### src/hdl/jdr_defs.svh
/*
  Constants of the receive deframer and LMFC sync block: register offsets,
  bit positions, mode codes, reset values and cycle counts.
  Assumes inclusion by the package, the block and the checker only.
*/
`ifndef JDR_DEFS_SVH
`define JDR_DEFS_SVH

`define JDR_LANES 8
`define JDR_LINKS 2
`define JDR_LANES_PER_LINK 4
`define JDR_OCTETS 4
`define JDR_SYM_W 10
`define JDR_OCT_W 8
`define JDR_ADDR_W 12
`define JDR_DATA_W 8

`define JDR_A_ERR_WINDOW 12'h034
`define JDR_A_SNAP_ERR 12'h038
`define JDR_A_SNAP_FLAGS 12'h039
`define JDR_A_SYNC_CTL 12'h03A
`define JDR_A_SYNC_STATUS 12'h03B
`define JDR_A_LIVE_ERR 12'h03C
`define JDR_A_WIN_FLAGS 12'h03D
`define JDR_A_LINK_MODE 12'h300
`define JDR_A_LANE_INV 12'h334
`define JDR_A_DESCRAMBLE 12'h453

`define JDR_B_TWO_LINK 3
`define JDR_B_LINK_SEL 2
`define JDR_B_DESCR_EN 7
`define JDR_B_SYNC_EN 7
`define JDR_B_SYNC_ARM 6
`define JDR_B_CLR_STICKY 5
`define JDR_B_BUSY 7
`define JDR_B_LOCK 3
`define JDR_B_ROTATED 2
`define JDR_B_WIN_LIMIT 1
`define JDR_B_TRIPPED 0
`define JDR_B_FLAG_LOW 7
`define JDR_B_FLAG_HIGH 6

`define JDR_MODE_ONE_SHOT 4'h1
`define JDR_MODE_CONTINUOUS 4'h2
`define JDR_MODE_MONITOR 4'h9
`define JDR_CTL_STORE_MASK 8'hDF
`define JDR_WIN_FIELD_MASK 8'h07
`define JDR_SNAP_ERR_MASK 8'h0F
`define JDR_RST_BYTE 8'h00

`define JDR_LMFC_PERIOD 8'h20
`define JDR_LMFC_HALF 8'h10
`define JDR_LMFC_LAST 8'h1F
`define JDR_LMFC_ZERO 8'h00
`define JDR_LMFC_AFTER_ALIGN 8'h01
`define JDR_ROT_CYCLES 4'h4
`define JDR_ROT_LAST 4'h1

`define JDR_SCR_LEN 15
`define JDR_SCR_TAP_A 13
`define JDR_SCR_TAP_B 14
`define JDR_K28_RD_POS 6'b110000

`endif

### src/hdl/jdr_pkg.sv
/*
  Types of the receive deframer and LMFC sync block.
  Assumes jdr_defs.svh on the include path.
*/
`include "jdr_defs.svh"

package jdr_pkg;

  typedef struct packed {
    logic wr;
    logic rd;
    logic [`JDR_ADDR_W-1:0] addr;
    logic [`JDR_DATA_W-1:0] wdata;
  } jdr_reg_req_type;

  typedef logic [`JDR_LANES-1:0][`JDR_OCTETS-1:0][`JDR_SYM_W-1:0] jdr_sym_bus_type;

  typedef struct packed {
    logic valid;
    logic [`JDR_LANES_PER_LINK-1:0][`JDR_OCTETS-1:0][`JDR_OCT_W-1:0] data;
    logic [`JDR_LANES_PER_LINK*`JDR_OCTETS-1:0] is_ctrl;
    logic [`JDR_LANES_PER_LINK*`JDR_OCTETS-1:0] code_err;
  } jdr_frame_type;

  typedef enum logic [3:0] {
    JDR_ST_IDLE = 4'b0001,
    JDR_ST_WAIT = 4'b0010,
    JDR_ST_ROTATE = 4'b0100,
    JDR_ST_MONITOR = 4'b1000
  } jdr_sync_state_type;

endpackage

### src/hdl/jdr_rx_link.sv
/*
  Receive link layer: lane inversion, 8b/10b decode, optional descramble for
  two quad-octet deframers, and LMFC phase sync to SYSREF or an internal edge,
  with a byte-wide register port.
  Assumes lane symbols arrive on core_clk (the processing clock) from the
  lane switch, and SYSREF arrives asynchronously on a pin.
*/
`timescale 1ns/100ps
`include "jdr_defs.svh"

// How it works
// [RQ1] Bit x of lane inversion register inverts logical lane x, eight lanes independently.
// [RQ2] Each deframer takes four octets per lane on every processing clock.
// [RQ3] Two-link bit on: both deframers run; off: deframer 1 stays idle.
// [RQ4] Link-select bit steers per-link register accesses to that link's settings.
// [RQ5] Deframers decode 8b/10b, optionally descramble, then pass frames onward.
// [RQ6] Descrambler is self-synchronising with polynomial 1 + x^14 + x^15.
// [RQ7] Descrambling applies only while the descramble enable bit is one.
// [RQ8] Each converter pair, A and B, has its own LMFC counter.
// [RQ9] Alignment edge is SYSREF in subclass 1, internal edge in subclass 0.
// [RQ10] SYSREF is active high, sampled on the rising clock edge.
// [RQ11] SYSREF may be a pulse, a step or any periodic waveform.
// [RQ12] Every mode compares LMFC phase to the edge and rotates when misaligned; monitor mode rotates only on its first armed edge.
// [RQ13] One-shot checks only the first edge after arming, rotating beyond window.
// [RQ14] Continuous checks every edge without arming, for periodic subclass 1 SYSREF.
// [RQ15] Edges arriving during a rotation are ignored until rotation ends.
// [RQ16] Continuous with a window checks each edge, realigns only beyond window.
// [RQ17] Software should prefer subclass 0 one-shot when window exceeds three.
// [RQ18] Arm bit self-clears on an edge; in continuous it only indicates edges.
// [RQ19] Monitor mode aligns on the first armed edge, then only reports.
// [RQ20] Live phase error reads zero after alignment, then reports later drift.
// [RQ21] Error beyond window sets the low-side or high-side flag bit.
// [RQ22] Alignment copies last error and its flags into snapshot registers.
// [RQ23] Modes encode 0x01, 0x02, 0x09; window codes 0x00 to 0x07.
// [RQ24] Rotation and trip flags are sticky until the clear-sticky bit is written.
module jdr_rx_link (
  input logic core_clk,                       // processing clock
  input logic rst,                            // synchronous reset, active high
  input jdr_pkg::jdr_reg_req_type reg_req,    // register write/read request
  output logic [`JDR_DATA_W-1:0] reg_rdata,   // read data, one cycle after rd
  input jdr_pkg::jdr_sym_bus_type lane_sym,   // four 10-bit symbols per lane
  input logic [`JDR_LINKS-1:0] lane_valid,    // symbols valid, per link
  input logic subclass1,                      // 1: subclass 1, 0: subclass 0
  input logic sysref,                         // SYSREF pin, asynchronous
  input logic [`JDR_LINKS-1:0] dual_sync_sel, // which pairs take part in sync
  output jdr_pkg::jdr_frame_type [`JDR_LINKS-1:0] frame_out, // frames per link
  output logic [`JDR_LINKS-1:0] lmfc_edge     // LMFC boundary pulse, per pair
);
  import jdr_pkg::*;

  // decode one symbol {a..e,i,f..j}: returns {code_err, is_ctrl, octet}
  function automatic logic [9:0] decode_symbol(input logic [9:0] sym);
    logic [5:0] six;
    logic [3:0] four;
    logic [4:0] low;
    logic [2:0] high;
    logic bad;
    logic ctrl;
    six = sym[9:4];
    four = sym[3:0];
    low = '0;
    high = '0;
    bad = 1'b0;
    ctrl = 1'b0;
    case (six)
      6'b100111, 6'b011000: low = 5'h00;
      6'b011101, 6'b100010: low = 5'h01;
      6'b101101, 6'b010010: low = 5'h02;
      6'b110001: low = 5'h03;
      6'b110101, 6'b001010: low = 5'h04;
      6'b101001: low = 5'h05;
      6'b011001: low = 5'h06;
      6'b111000, 6'b000111: low = 5'h07;
      6'b111001, 6'b000110: low = 5'h08;
      6'b100101: low = 5'h09;
      6'b010101: low = 5'h0A;
      6'b110100: low = 5'h0B;
      6'b001101: low = 5'h0C;
      6'b101100: low = 5'h0D;
      6'b011100: low = 5'h0E;
      6'b010111, 6'b101000: low = 5'h0F;
      6'b011011, 6'b100100: low = 5'h10;
      6'b100011: low = 5'h11;
      6'b010011: low = 5'h12;
      6'b110010: low = 5'h13;
      6'b001011: low = 5'h14;
      6'b101010: low = 5'h15;
      6'b011010: low = 5'h16;
      6'b111010, 6'b000101: low = 5'h17;
      6'b110011, 6'b001100: low = 5'h18;
      6'b100110: low = 5'h19;
      6'b010110: low = 5'h1A;
      6'b110110, 6'b001001: low = 5'h1B;
      6'b001110: low = 5'h1C;
      6'b101110, 6'b010001: low = 5'h1D;
      6'b011110, 6'b100001: low = 5'h1E;
      6'b101011, 6'b010100: low = 5'h1F;
      6'b001111, 6'b110000: begin
        low = 5'h1C;
        ctrl = 1'b1;
      end
      default: bad = 1'b1;
    endcase
    // positive-disparity K28 carries the complemented 4b code
    if (six == `JDR_K28_RD_POS) begin
      four = ~four;
    end
    case (four)
      4'b1011, 4'b0100: high = 3'h0;
      4'b1001: high = 3'h1;
      4'b0101: high = 3'h2;
      4'b1100, 4'b0011: high = 3'h3;
      4'b1101, 4'b0010: high = 3'h4;
      4'b1010: high = 3'h5;
      4'b0110: high = 3'h6;
      4'b1110, 4'b0001, 4'b0111, 4'b1000: high = 3'h7;
      default: bad = 1'b1;
    endcase
    return {bad, ctrl, high, low};
  endfunction

  // self-synchronising descramble of four octets, octet 0 first, msb first
  function automatic logic [`JDR_SCR_LEN+31:0] descramble_word(
    input logic [31:0] word,
    input logic [`JDR_SCR_LEN-1:0] hist
  );
    logic [`JDR_SCR_LEN-1:0] s;
    logic [31:0] o;
    s = hist;
    o = '0;
    for (int oc = 0; oc < `JDR_OCTETS; oc++) begin
      for (int b = `JDR_OCT_W - 1; b >= 0; b--) begin
        o[oc*`JDR_OCT_W+b] = word[oc*`JDR_OCT_W+b] ^ s[`JDR_SCR_TAP_A] ^ s[`JDR_SCR_TAP_B]; // see [RQ6]
        s = {s[`JDR_SCR_LEN-2:0], word[oc*`JDR_OCT_W+b]};
      end
    end
    return {s, o};
  endfunction

  // register and sync state
  logic [7:0] err_window, next_err_window;
  logic [7:0] snap_err, next_snap_err;
  logic [7:0] snap_flags, next_snap_flags;
  logic [7:0] sync_ctl, next_sync_ctl;
  logic [7:0] live_err, next_live_err;
  logic [7:0] win_flags, next_win_flags;
  logic [7:0] link_mode, next_link_mode;
  logic [7:0] lane_inv, next_lane_inv;
  logic [`JDR_LINKS-1:0][7:0] descr_ctl, next_descr_ctl;
  logic rotated, next_rotated;
  logic tripped, next_tripped;
  logic locked, next_locked;
  logic win_limit, next_win_limit;
  jdr_sync_state_type state, next_state;
  jdr_sync_state_type after_rot, next_after_rot;
  logic [3:0] rot_cnt, next_rot_cnt;
  logic [`JDR_DATA_W-1:0] next_rdata;
  logic [7:0] ref_cnt, next_ref_cnt;
  logic [`JDR_LINKS-1:0][7:0] lmfc_cnt, next_lmfc_cnt;
  logic [`JDR_LINKS-1:0] next_lmfc_edge;
  logic sysref_meta, sysref_sync, sysref_prev;
  logic sysref_rise;

  // derived link controls
  logic [`JDR_LINKS-1:0] link_on;
  logic [`JDR_LINKS-1:0] descr_on;
  logic bank;

  assign bank = link_mode[`JDR_B_TWO_LINK] & link_mode[`JDR_B_LINK_SEL]; // see [RQ4]
  assign link_on = {link_mode[`JDR_B_TWO_LINK], 1'b1}; // see [RQ3]
  assign descr_on = {descr_ctl[1][`JDR_B_DESCR_EN], descr_ctl[0][`JDR_B_DESCR_EN]};

  // SYSREF: two flops, then rising-edge detect past the synchroniser
  always_ff @(posedge core_clk) begin
    if (rst) begin
      sysref_meta <= 1'b0;
      sysref_sync <= 1'b0;
      sysref_prev <= 1'b0;
    end else begin
      sysref_meta <= sysref;
      sysref_sync <= sysref_meta;
      sysref_prev <= sysref_sync;
    end
  end
  assign sysref_rise = sysref_sync & ~sysref_prev; // see [RQ10] [RQ11]

  always_comb begin
    logic edge_in;
    logic [7:0] cnt;
    logic [7:0] mag;
    logic [7:0] serr;
    logic [7:0] flags;
    logic exceed;
    logic check;
    logic align;
    logic busy;
    logic [7:0] status;
    edge_in = subclass1 ? sysref_rise : (ref_cnt == `JDR_LMFC_ZERO); // see [RQ9]
    busy = (state == JDR_ST_ROTATE) ||
           (state == JDR_ST_WAIT && sync_ctl[3:0] != `JDR_MODE_CONTINUOUS);
    status = '0;
    cnt = dual_sync_sel[0] ? lmfc_cnt[0] : lmfc_cnt[1];
    mag = (cnt < `JDR_LMFC_HALF) ? cnt : 8'(`JDR_LMFC_PERIOD - cnt);
    serr = (cnt < `JDR_LMFC_HALF) ? cnt : 8'(cnt - `JDR_LMFC_PERIOD);
    exceed = mag > (err_window & `JDR_WIN_FIELD_MASK); // see [RQ16] [RQ23]
    flags = '0;
    if (exceed) begin
      flags[`JDR_B_FLAG_HIGH] = (cnt < `JDR_LMFC_HALF); // see [RQ21]
      flags[`JDR_B_FLAG_LOW] = ~(cnt < `JDR_LMFC_HALF);
    end
    check = 1'b0;
    align = 1'b0;
    next_err_window = err_window;
    next_snap_err = snap_err;
    next_snap_flags = snap_flags;
    next_sync_ctl = sync_ctl;
    next_live_err = live_err;
    next_win_flags = win_flags;
    next_link_mode = link_mode;
    next_lane_inv = lane_inv;
    next_descr_ctl = descr_ctl;
    next_rotated = rotated;
    next_tripped = tripped;
    next_locked = locked;
    next_win_limit = win_limit;
    next_state = state;
    next_after_rot = after_rot;
    next_rot_cnt = rot_cnt;

    // sync machine
    if (!sync_ctl[`JDR_B_SYNC_EN]) begin
      next_state = JDR_ST_IDLE;
    end else begin
      unique case (state)
        JDR_ST_IDLE: begin
          if (sync_ctl[3:0] == `JDR_MODE_CONTINUOUS) begin
            next_state = JDR_ST_WAIT; // see [RQ14]
          end else if (sync_ctl[`JDR_B_SYNC_ARM] && (sync_ctl[3:0] == `JDR_MODE_ONE_SHOT ||
                       sync_ctl[3:0] == `JDR_MODE_MONITOR)) begin
            next_state = JDR_ST_WAIT; // see [RQ13] [RQ19]
          end
        end
        JDR_ST_WAIT: begin
          if (edge_in) begin
            check = 1'b1; // see [RQ12]
            align = exceed;
            if (sync_ctl[3:0] == `JDR_MODE_CONTINUOUS) begin
              next_after_rot = JDR_ST_WAIT;
            end else if (sync_ctl[3:0] == `JDR_MODE_MONITOR) begin
              next_after_rot = JDR_ST_MONITOR;
            end else begin
              next_after_rot = JDR_ST_IDLE; // see [RQ13]
            end
            next_state = exceed ? JDR_ST_ROTATE : next_after_rot;
            next_rot_cnt = `JDR_ROT_CYCLES;
          end
        end
        JDR_ST_ROTATE: begin
          next_rot_cnt = 4'(rot_cnt - 4'h1);
          if (rot_cnt == `JDR_ROT_LAST) begin
            next_state = after_rot; // see [RQ15]
          end
        end
        JDR_ST_MONITOR: begin
          check = edge_in; // see [RQ19]
        end
        default: next_state = JDR_ST_IDLE;
      endcase
    end

    if (edge_in && sync_ctl[`JDR_B_SYNC_EN]) begin
      next_sync_ctl[`JDR_B_SYNC_ARM] = 1'b0; // see [RQ18]
    end

    // software writes; an arm written with an edge survives
    if (reg_req.wr) begin
      case (reg_req.addr)
        `JDR_A_ERR_WINDOW: next_err_window = reg_req.wdata;
        `JDR_A_SYNC_CTL: begin
          next_sync_ctl = reg_req.wdata & `JDR_CTL_STORE_MASK;
          if (reg_req.wdata[`JDR_B_CLR_STICKY]) begin
            next_rotated = 1'b0; // see [RQ24]
            next_tripped = 1'b0;
          end
        end
        `JDR_A_LINK_MODE: next_link_mode = reg_req.wdata;
        `JDR_A_LANE_INV: next_lane_inv = reg_req.wdata;
        `JDR_A_DESCRAMBLE: next_descr_ctl[bank] = reg_req.wdata; // see [RQ4] [RQ7]
        default: ;
      endcase
    end

    // results of a phase check; hardware sets win over a sticky clear
    if (check) begin
      next_tripped = 1'b1; // see [RQ24]
      next_live_err = serr; // see [RQ20]
      next_win_flags = flags; // see [RQ21]
      next_locked = ~exceed;
      next_win_limit = exceed;
    end
    if (align) begin
      next_rotated = 1'b1; // see [RQ24]
      next_snap_err = serr & `JDR_SNAP_ERR_MASK; // see [RQ22]
      next_snap_flags = flags;
      next_live_err = `JDR_RST_BYTE; // see [RQ20]
      next_win_flags = `JDR_RST_BYTE;
      next_locked = 1'b1;
    end

    // LMFC counters, one per pair
    next_ref_cnt = (ref_cnt == `JDR_LMFC_LAST) ? `JDR_LMFC_ZERO : 8'(ref_cnt + 8'h01);
    for (int d = 0; d < `JDR_LINKS; d++) begin
      if (align && dual_sync_sel[d]) begin
        next_lmfc_cnt[d] = `JDR_LMFC_AFTER_ALIGN; // see [RQ8] [RQ12]
      end else if (lmfc_cnt[d] == `JDR_LMFC_LAST) begin
        next_lmfc_cnt[d] = `JDR_LMFC_ZERO;
      end else begin
        next_lmfc_cnt[d] = 8'(lmfc_cnt[d] + 8'h01);
      end
      next_lmfc_edge[d] = (next_lmfc_cnt[d] == `JDR_LMFC_ZERO);
    end

    // read path
    status[`JDR_B_BUSY] = busy;
    status[`JDR_B_LOCK] = locked;
    status[`JDR_B_ROTATED] = rotated;
    status[`JDR_B_WIN_LIMIT] = win_limit;
    status[`JDR_B_TRIPPED] = tripped;
    next_rdata = reg_rdata;
    if (reg_req.rd) begin
      case (reg_req.addr)
        `JDR_A_ERR_WINDOW: next_rdata = err_window;
        `JDR_A_SNAP_ERR: next_rdata = snap_err;
        `JDR_A_SNAP_FLAGS: next_rdata = snap_flags;
        `JDR_A_SYNC_CTL: next_rdata = sync_ctl;
        `JDR_A_SYNC_STATUS: next_rdata = status;
        `JDR_A_LIVE_ERR: next_rdata = live_err;
        `JDR_A_WIN_FLAGS: next_rdata = win_flags;
        `JDR_A_LINK_MODE: next_rdata = link_mode;
        `JDR_A_LANE_INV: next_rdata = lane_inv;
        `JDR_A_DESCRAMBLE: next_rdata = descr_ctl[bank];
        default: next_rdata = `JDR_RST_BYTE;
      endcase
    end
  end

  always_ff @(posedge core_clk) begin
    if (rst) begin
      err_window <= `JDR_RST_BYTE;
      snap_err <= `JDR_RST_BYTE;
      snap_flags <= `JDR_RST_BYTE;
      sync_ctl <= `JDR_RST_BYTE;
      live_err <= `JDR_RST_BYTE;
      win_flags <= `JDR_RST_BYTE;
      link_mode <= `JDR_RST_BYTE;
      lane_inv <= `JDR_RST_BYTE;
      descr_ctl <= '0;
      rotated <= 1'b0;
      tripped <= 1'b0;
      locked <= 1'b0;
      win_limit <= 1'b0;
      state <= JDR_ST_IDLE;
      after_rot <= JDR_ST_IDLE;
      rot_cnt <= '0;
      reg_rdata <= `JDR_RST_BYTE;
      ref_cnt <= `JDR_LMFC_ZERO;
      lmfc_cnt <= '0;
      lmfc_edge <= '0;
    end else begin
      err_window <= next_err_window;
      snap_err <= next_snap_err;
      snap_flags <= next_snap_flags;
      sync_ctl <= next_sync_ctl;
      live_err <= next_live_err;
      win_flags <= next_win_flags;
      link_mode <= next_link_mode;
      lane_inv <= next_lane_inv;
      descr_ctl <= next_descr_ctl;
      rotated <= next_rotated;
      tripped <= next_tripped;
      locked <= next_locked;
      win_limit <= next_win_limit;
      state <= next_state;
      after_rot <= next_after_rot;
      rot_cnt <= next_rot_cnt;
      reg_rdata <= next_rdata;
      ref_cnt <= next_ref_cnt;
      lmfc_cnt <= next_lmfc_cnt;
      lmfc_edge <= next_lmfc_edge;
    end
  end

  // lane datapath: lanes 0-3 feed deframer 0, lanes 4-7 deframer 1
  logic [`JDR_LANES-1:0][`JDR_OCTETS-1:0][`JDR_OCT_W-1:0] lane_oct;
  logic [`JDR_LANES-1:0][`JDR_OCTETS-1:0] lane_k;
  logic [`JDR_LANES-1:0][`JDR_OCTETS-1:0] lane_err;
  logic [`JDR_LINKS-1:0] link_valid, next_link_valid;

  for (genvar ln = 0; ln < `JDR_LANES; ln++) begin : g_lane
    localparam int LINK = ln / `JDR_LANES_PER_LINK;
    logic [`JDR_SCR_LEN-1:0] hist, next_hist;
    logic [31:0] next_oct;
    logic [`JDR_OCTETS-1:0] next_k, next_err;

    always_comb begin
      logic [9:0] sym;
      logic [9:0] dec;
      logic [31:0] raw;
      logic [`JDR_SCR_LEN+31:0] ds;
      logic [`JDR_OCTETS-1:0] k;
      logic [`JDR_OCTETS-1:0] e;
      sym = '0;
      dec = '0;
      raw = '0;
      k = '0;
      e = '0;
      ds = '0;
      for (int o = 0; o < `JDR_OCTETS; o++) begin
        sym = lane_sym[ln][o] ^ {`JDR_SYM_W{lane_inv[ln]}}; // see [RQ1]
        dec = decode_symbol(sym); // see [RQ5]
        raw[o*`JDR_OCT_W +: `JDR_OCT_W] = dec[7:0];
        k[o] = dec[8];
        e[o] = dec[9];
      end
      ds = descramble_word(raw, hist);
      next_hist = hist;
      next_oct = lane_oct[ln];
      next_k = lane_k[ln];
      next_err = lane_err[ln];
      if (link_on[LINK] && lane_valid[LINK]) begin // see [RQ2] [RQ3]
        next_hist = ds[`JDR_SCR_LEN+31:32];
        next_oct = descr_on[LINK] ? ds[31:0] : raw; // see [RQ7]
        next_k = k;
        next_err = e;
      end
    end

    always_ff @(posedge core_clk) begin
      if (rst) begin
        hist <= '0;
        lane_oct[ln] <= '0;
        lane_k[ln] <= '0;
        lane_err[ln] <= '0;
      end else begin
        hist <= next_hist;
        lane_oct[ln] <= next_oct;
        lane_k[ln] <= next_k;
        lane_err[ln] <= next_err;
      end
    end
  end

  assign next_link_valid = link_on & lane_valid;

  always_ff @(posedge core_clk) begin
    if (rst) begin
      link_valid <= '0;
    end else begin
      link_valid <= next_link_valid;
    end
  end

  for (genvar lk = 0; lk < `JDR_LINKS; lk++) begin : g_link
    assign frame_out[lk] = {link_valid[lk],
                            lane_oct[lk*`JDR_LANES_PER_LINK +: `JDR_LANES_PER_LINK],
                            lane_k[lk*`JDR_LANES_PER_LINK +: `JDR_LANES_PER_LINK],
                            lane_err[lk*`JDR_LANES_PER_LINK +: `JDR_LANES_PER_LINK]};
  end

endmodule // jdr_rx_link

### config.mk
export PLATFORM = sky130hd
export DESIGN_NAME = jdr_rx_link
export DESIGN_NICKNAME = d
export VERILOG_FILES = /design/src/hdl/jdr_pkg.sv /design/src/hdl/jdr_rx_link.sv
export VERILOG_INCLUDE_DIRS = /design/src /design/src/hdl
export SDC_FILE = /design/constraint.sdc
export NUM_CORES = 2
export LEC_CHECK = 0
export BUFFER_PORTS_ARGS = -buffer_cell sky130_fd_sc_hd__buf_2
export CORE_MARGIN = 10
export CORE_UTILIZATION = 45
export CTS_CLUSTER_DIAMETER = 30
export DETAILED_ROUTE_END_ITERATION = 12
export GPL_ROUTABILITY_DRIVEN = 0
export PLACE_DENSITY = 0.59
export SYNTH_ARGS = -nofsm -noshare
export SYNTH_HDL_FRONTEND = slang
export SYNTH_SLANG_ARGS = --single-unit
export TNS_END_PERCENT = 100
### constraint.sdc
create_clock -name core_clk -period 5.7 [get_ports core_clk]
set_input_delay 1.14 -clock core_clk [delete_from_list [all_inputs] [get_ports core_clk]]
set_output_delay 1.14 -clock core_clk [all_outputs]
set_load 0.02 [all_outputs]
== Word level (Yosys, flattened, before mapping) ==
Index checks and enable logic that the tools add are counted.

* Flip-flop bits (word level): 558
* Input bits: 350
* Output and inout bits: 332
* Word-level logic and storage cells: 3,600

* Add/subtract/negate cells: 6
* Magnitude comparators: 4
* Equality and inequality tests: 2,009
* Muxes and demuxes: 241
* Bitwise operators: 584
* Reductions and logical operators: 673

{| class="wikitable"
|+ Operators by type and width
! kind !! count
|-
| case mux 5 bit (31 select lines) || 32
|-
| equality test 6 bit (second input constant) || 768
|-
| equality test 6 x 5 -> 1 bit (second input constant) || 448
|-
| OR reduction 48 bit || 32
|-
| equality test 6 x 4 -> 1 bit (second input constant) || 224
|-
| OR reduction 2 bit || 515
|-
| equality test 4 bit (second input constant) || 226
|-
| case mux 3 bit (7 select lines) || 32
|-
| equality test 6 x 3 -> 1 bit (second input constant) || 96
|-
| equality test 4 x 3 -> 1 bit (second input constant) || 129
|-
| bitwise XOR 1 bit || 512
|-
| OR reduction 14 bit || 32
|-
| bitwise XOR 10 bit || 32
|-
| equality test 4 x 2 -> 1 bit (second input constant) || 66
|-
| 2-to-1 mux 32 bit || 8
|-
| 2-to-1 mux 4 bit || 40
|-
| equality test 4 x 1 -> 1 bit (second input constant) || 35
|-
| inverter 4 bit || 32
|-
| OR reduction 4 bit || 32
|-
| 2-to-1 mux 1 bit || 110
|-
| OR reduction 3 bit || 32
|-
| equality test 12 x 6 -> 1 bit (second input constant) || 7
|-
| 2-to-1 mux 8 bit || 10
|-
| case mux 8 bit (10 select lines) || 1
|-
| other kinds (32) || 66
|}

== Longest topological paths before layout ==
* Depth in word-level cells: 10
* Mapped depth: 17
* Gate-level depth less buffers: 13

== Least setup slack after synthesis ==
Ideal clock, no wire load.

* Path kind: input port to flip-flop
* From: input port dual_sync_sel[0]
* To: register live_err[0]
* Setup time: 86 ps
* Arrival time: 4,180 ps
* Data required time: 5,614 ps
* Slack: 1,434 ps
* Stages: 17
* Buffers on the path: 4
* Cell sequence: clkbuf_1 -> buf_2 -> mux2i_1 -> ha_1 -> nand2_1 -> o21ai_0 -> ha_1 -> a21o_1 -> a21oi_1 -> a31oi_1 -> or3_1 -> clkbuf_1 -> and2_1 -> clkbuf_1 -> inv_1 -> nand2_1 -> a211oi_1

* Longest elaborated chain between the ends: 8
* Elaborated cells on any way between the ends: 11
* Classes of those cells: 2 x add/sub; 2 x order compare; 6 x mux; 1 x reduce/logical

{| class="wikitable"
|+ RTL lines
! item !! RTL line !! source
|-
| start, declared || jdr_rx_link.sv:45 || <nowiki>input logic [`JDR_LINKS-1:0] dual_sync_sel,</nowiki>
|-
| 2-to-1 mux 8 bit (*) || jdr_rx_link.sv:202 || <nowiki>cnt = dual_sync_sel[0] ? lmfc_cnt[0] : lmfc_cnt[1];</nowiki>
|-
| subtractor 6 x 8 -> 8 bit (no line) or < comparator 8 x 5 -> 1 bit (tied branches) || n/a ||
|-
| 2-to-1 mux 8 bit || jdr_rx_link.sv:203 || <nowiki>mag = (cnt < `JDR_LMFC_HALF) ? cnt : 8'(`JDR_LMFC_PERIOD - cnt);</nowiki>
|-
| > comparator 8 x 3 -> 1 bit || jdr_rx_link.sv:205 || <nowiki>exceed = mag > (err_window & `JDR_WIN_FIELD_MASK);</nowiki>
|-
| 2-to-1 mux 1 bit || jdr_rx_link.sv:244 || <nowiki>if (edge_in) begin</nowiki>
|-
| 2-to-1 mux 1 bit || jdr_rx_link.sv:234 || <nowiki>unique case (state)</nowiki>
|-
| 2-to-1 mux 1 bit || jdr_rx_link.sv:231 || <nowiki>if (!sync_ctl[`JDR_B_SYNC_EN]) begin</nowiki>
|-
| OR reduction 2 bit (no line) || n/a ||
|-
| end signal, assigned || jdr_rx_link.sv:353 || <nowiki>live_err <= `JDR_RST_BYTE;</nowiki>
|-
| end signal, assigned || jdr_rx_link.sv:374 || <nowiki>live_err <= next_live_err;</nowiki>
|-
| end, declared || jdr_rx_link.sv:145 || <nowiki>logic [7:0] live_err, next_live_err;</nowiki>
|}

Mark *: on every way between the ends. The rest lies on a longest branch, timed or not.
A chain may end at the register's enable or synchronous reset.

== Final worst setup path ==
* From: register lane_inv[3]
* To: register lane_err, in the netlist frame_out[12]

* Longest elaborated chain between the ends: 6
* Elaborated cells on any way between the ends: 69
* Classes of those cells: 62 x eq/ne; 3 x mux; 2 x bitwise; 2 x reduce/logical

{| class="wikitable"
|+ RTL lines
! item !! RTL line !! source
|-
| start, declared || jdr_rx_link.sv:148 || <nowiki>logic [7:0] lane_inv, next_lane_inv;</nowiki>
|-
| start signal, assigned || jdr_rx_link.sv:356 || <nowiki>lane_inv <= `JDR_RST_BYTE;</nowiki>
|-
| start signal, assigned || jdr_rx_link.sv:377 || <nowiki>lane_inv <= next_lane_inv;</nowiki>
|-
| bitwise XOR 10 bit (*) || jdr_rx_link.sv:419 || <nowiki>sym = lane_sym[ln][o] ^ {`JDR_SYM_W{lane_inv[ln]}};</nowiki>
|-
| equality test 6 bit or inverter 4 bit (tied branches) || jdr_rx_link.sv:65, jdr_rx_link.sv:106 ||
|-
| 2-to-1 mux 4 bit || jdr_rx_link.sv:105 || <nowiki>if (six == `JDR_K28_RD_POS) begin</nowiki>
|-
| equality test 4 bit, or another cell as far along || jdr_rx_link.sv:108 || <nowiki>case (four)</nowiki>
|-
| OR reduction 14 bit (no line) || n/a ||
|-
| 2-to-1 mux 1 bit (*) || jdr_rx_link.sv:108 ||
|-
| end signal, assigned by index || jdr_rx_link.sv:448 || <nowiki>lane_err[ln] <= next_err;</nowiki>
|-
| end, declared || jdr_rx_link.sv:396 || <nowiki>logic [`JDR_LANES-1:0][`JDR_OCTETS-1:0] lane_err;</nowiki>
|}

Marks and branches as above.

==> flow_summary_export.csv <==
group,metric,value,unit
outcome,status,"completed",
run,max_cap_viol_count,0,
power,switchingPower,6.097,mW
synth,ys.flop_type,"dfxtp_1",
setup_path,start_kind,"flip-flop",
clocking,cts_setup_buffers,0,
detailed_routing,drc,0,
timing,finalSetupViolCount,0,
clocking,cts_root_buf,"clkbuf_16",
timing,fmax,241.7,MHz
finish,layout_commonest_cell,"nand2_1",
place,dpl_cell_area,74590,um^2
detailed_routing,drt_iter0_drc,12010,
global_route,grt_pass1_vias,78740,
place,io_buffer_count,681,
floorplan,die_area,176600,um^2
power,p_total,18.72,mW
timing,skew,0.03808,ns
timing,hold_viol_final,0,
synth,syn_area_per_cell,6.626,um^2
floorplan,start_util,45.41,%
clocking,cts_tree,"built",
place,dpl.hpwl,211600,um
floorplan,dieHeight,420.2,um
clocking,numClockSinks,557,
timing,drv_slew,0,
setup_path,rr_worst_depth,9,
synth,yosysTopAreaCellShare,15.47,%
timing,fin_ws,1.563,ns
power,ir_worst_vdd,0.3119,mV
floorplan,coreArea,158700,um^2
detailed_routing,drtPass1Iterations,13,
clocking,clockBufferDepth,3,
timing,rsz0062_at_grt,"no",
synth,synth_area_leaders,"dfxtp_1, nand2_1, nor2_1, a21oi_1, xnor2_1",
setup_path,critPathMostFrequentCell,"o21ai_0",
clocking,path_clk_slew,0.04,ns
detailed_routing,vias,87070,
clocking,ctsResizeCount,0,
min_path,hold_depth,2,
finish,post-route-util,51.02,%
floorplan,die_x,420.2,um
synth,synthArstFlopShare,0,%
global_route,grt_pass1_wl,454000,um
power,p_leak,29.06,nW
finish,design_area,80990,um^2
finish,drive_gt1_share,12.49,%
setup_path,worstReg2RegStart,"lane_inv[3]$_SDFFE_PP0P_",
synth,ys_seq_area_share,15.47,%
clocking,postCtsHoldBufs,0,
clocking,htreeDepth,4,
synth,netlist_area,72080,um^2
synth,ys_types,96,
setup_path,regToRegSetupSlack,1.56,ns
timing,tightest_slew,1.182,ns
setup_path,end_kind,"flip-flop",
detailed_routing,routed_via_density,6.689,
power,p_per_area,231.1,nW/um^2
global_route,grt_max_degree,196,
min_path,worstHoldEndpoint,"frame_out[85]$_SDFFE_PP0P_",
synth,ys_ff_latch,557,
power,p_int,12.62,mW
power,combPwrFrac,23.0,%
min_path,hp-start,"frame_out[85]$_SDFFE_PP0P_",
timing,setup_tns,0,ns
finish,nFillCells,15870,
setup_path,r2r-end,"frame_out[12]$_SDFFE_PP0P_",
setup_path,cp_slowest_cell,"or4b_2",
finish,final_cell_mix,"nand2_1, nor2_1, buf_2",
synth,yosys.area.top_type,"dfxtp_1",
setup_path,max_stage_delay,0.75,ns
setup_path,cp.arrival,4.87,ns
setup_path,critPathKind,"reg2reg",
power,swShare,32.57,%
detailed_routing,antenna_left,0,
setup_path,cp_max_fo,52,
synth,netlist_instances,10880,
detailed_routing,wirelength,296400,um
clocking,insertion_delay,0.80,ns
floorplan,io-pin-count,682,
timing,finalCriticalPeriod,4.137,ns
power,pwr-share-seq,22.3,%
finish,fin_cells,13020,
timing,hold_ws,0.4465,ns
clocking,tritoncts.num_buffers,167,
finish,fin_nets,11100,
setup_path,path_cells,"inv_1 > buf_4 > o21ai_0 > o22ai_1 > o21ai_0 > nand4_1 > or4b_2 > a2111oi_0 > o221a_2",
place,place_inst,12640,
min_path,hold_path.class,"reg2reg",
place,pre_cts_ws,1.045,ns
synth,synth_nets,11240,
power,power.share.clock,54.7,%
timing,relSlewSlack,20.48,%
global_route,grt_overflow,0,
timing,fin_crit_sh,72.58,%
synth,ys_warn_count,0,
setup_path,cp.required,6.44,ns
global_route,antenna_found_initial,85,
finish,syn_to_final_growth,12.36,%
synth,synth_edf_count,0,
detailed_routing,wl_per_cell,22.77,um
floorplan,std_cell_rows,146,
global_route,grt_use_total,31.10,%
==> flip-flops by register name, indices dropped and copies added (netlist names), 7 cells and up <==
name         cells
descr_ctl       16
err_window       8
frame_out      320
g_lane.hist    120
lane_inv         8
link_mode        8
live_err         8
lmfc_cnt        16
ref_cnt          8
reg_rdata        8
sync_ctl         7
==> worst max path at each step <==
stage	startpoint	end	slack, ns	cells after the start
4_1_cts	lane_inv[3]$_SDFFE_PP0P_	frame_out[12]$_SDFFE_PP0P_	1.63	9
6_report	lane_inv[3]$_SDFFE_PP0P_	frame_out[12]$_SDFFE_PP0P_	1.56	9
2_1_floorplan	dual_sync_sel[0]	live_err[0]$_SDFFE_PP0P_	1.43	17
3_3_place_gp	dual_sync_sel[0]	live_err[0]$_SDFFE_PP0P_	1.03	13
3_5_place_dp	dual_sync_sel[0]	live_err[2]$_SDFFE_PP0P_	1.04	13
5_1_grt	lane_inv[3]$_SDFFE_PP0P_	frame_out[12]$_SDFFE_PP0P_	1.35	9
==> synth_stat cells (all sizes together) (80+ instances only) <==
master,n
a31oi,160
nand3b,129
nand2b,351
xor2,182
o221ai,80
or3b,80
a21oi,654
nand3,352
xnor2,364
nor2,1125
a221oi,123
or3,82
a32oi,84
dfxtp,557
nand2,1200
clkbuf,817
nor3b,100
nand4,126
buf,250
o22ai,331
o31ai,101
a22oi,123
nor3,305
nor4,126
inv,172
o211ai,101
nor2b,308
a211oi,279
o21ai,605
mux2i,210
==> worst max-delay path: cells and delay by family, from the launching register on <==
kind	cells	cell delay, ns
compound gates	5	1.41
flops	1	0.68
simple gates	2	1.05
buf+inv	2	0.89
==> cell type report <==
| type | instances | area (um^2) | area share [%] |
|---|---|---|---|
| multi-input combinational | 9066 | 56070 | 69.23 |
| clock buffer | 211 | 4604 | 5.685 |
| sequential | 557 | 11190 | 13.81 |
| inverter | 189 | 713.2 | 0.8806 |
| tap | 2072 | 2592 | 3.201 |
| clock inverter | 103 | 1638 | 2.022 |
| antenna | 64 | 160.2 | 0.1977 |
| timing repair buffer | 755 | 4021 | 4.965 |
==> power by group through the flow <==
stage	sequential (mW)	clock, mW	combinational, mW
after floorplan	4.31	0	2.93
after global placement	4.23	0	4.13
after detailed placement	4.24	0	4.19
after CTS	4.17	10.3	4.21
after global routing	4.18	10.6	4.66
final	4.17	10.2	4.31
==> layer usage <==
metal  share of wire, %  global-route usage [%]  vias to the layer above
li1                   -                       -                    40530
met1                 39                   37.64                    40780
met2                 46                   50.55                     4751
met3                8.7                   6.257                      967
met4                6.5                   19.04                       40
met5              0.096                       0                        -
==> cells by family after synthesis <==
family                   Yosys count  share of synthesized area [%]
AND/OR/NAND/NOR                 4734                          33.41
AO/OA/AOI/OAI                   3484                          33.19
buffers and inverters           1256                          6.803
flip-flops                       557                          15.47
XOR/XNOR                         547                          6.666
multiplexers                     282                          4.150
adder cells (fa/ha/maj)           19                         0.3090
(Power assumes the default switching activity.)
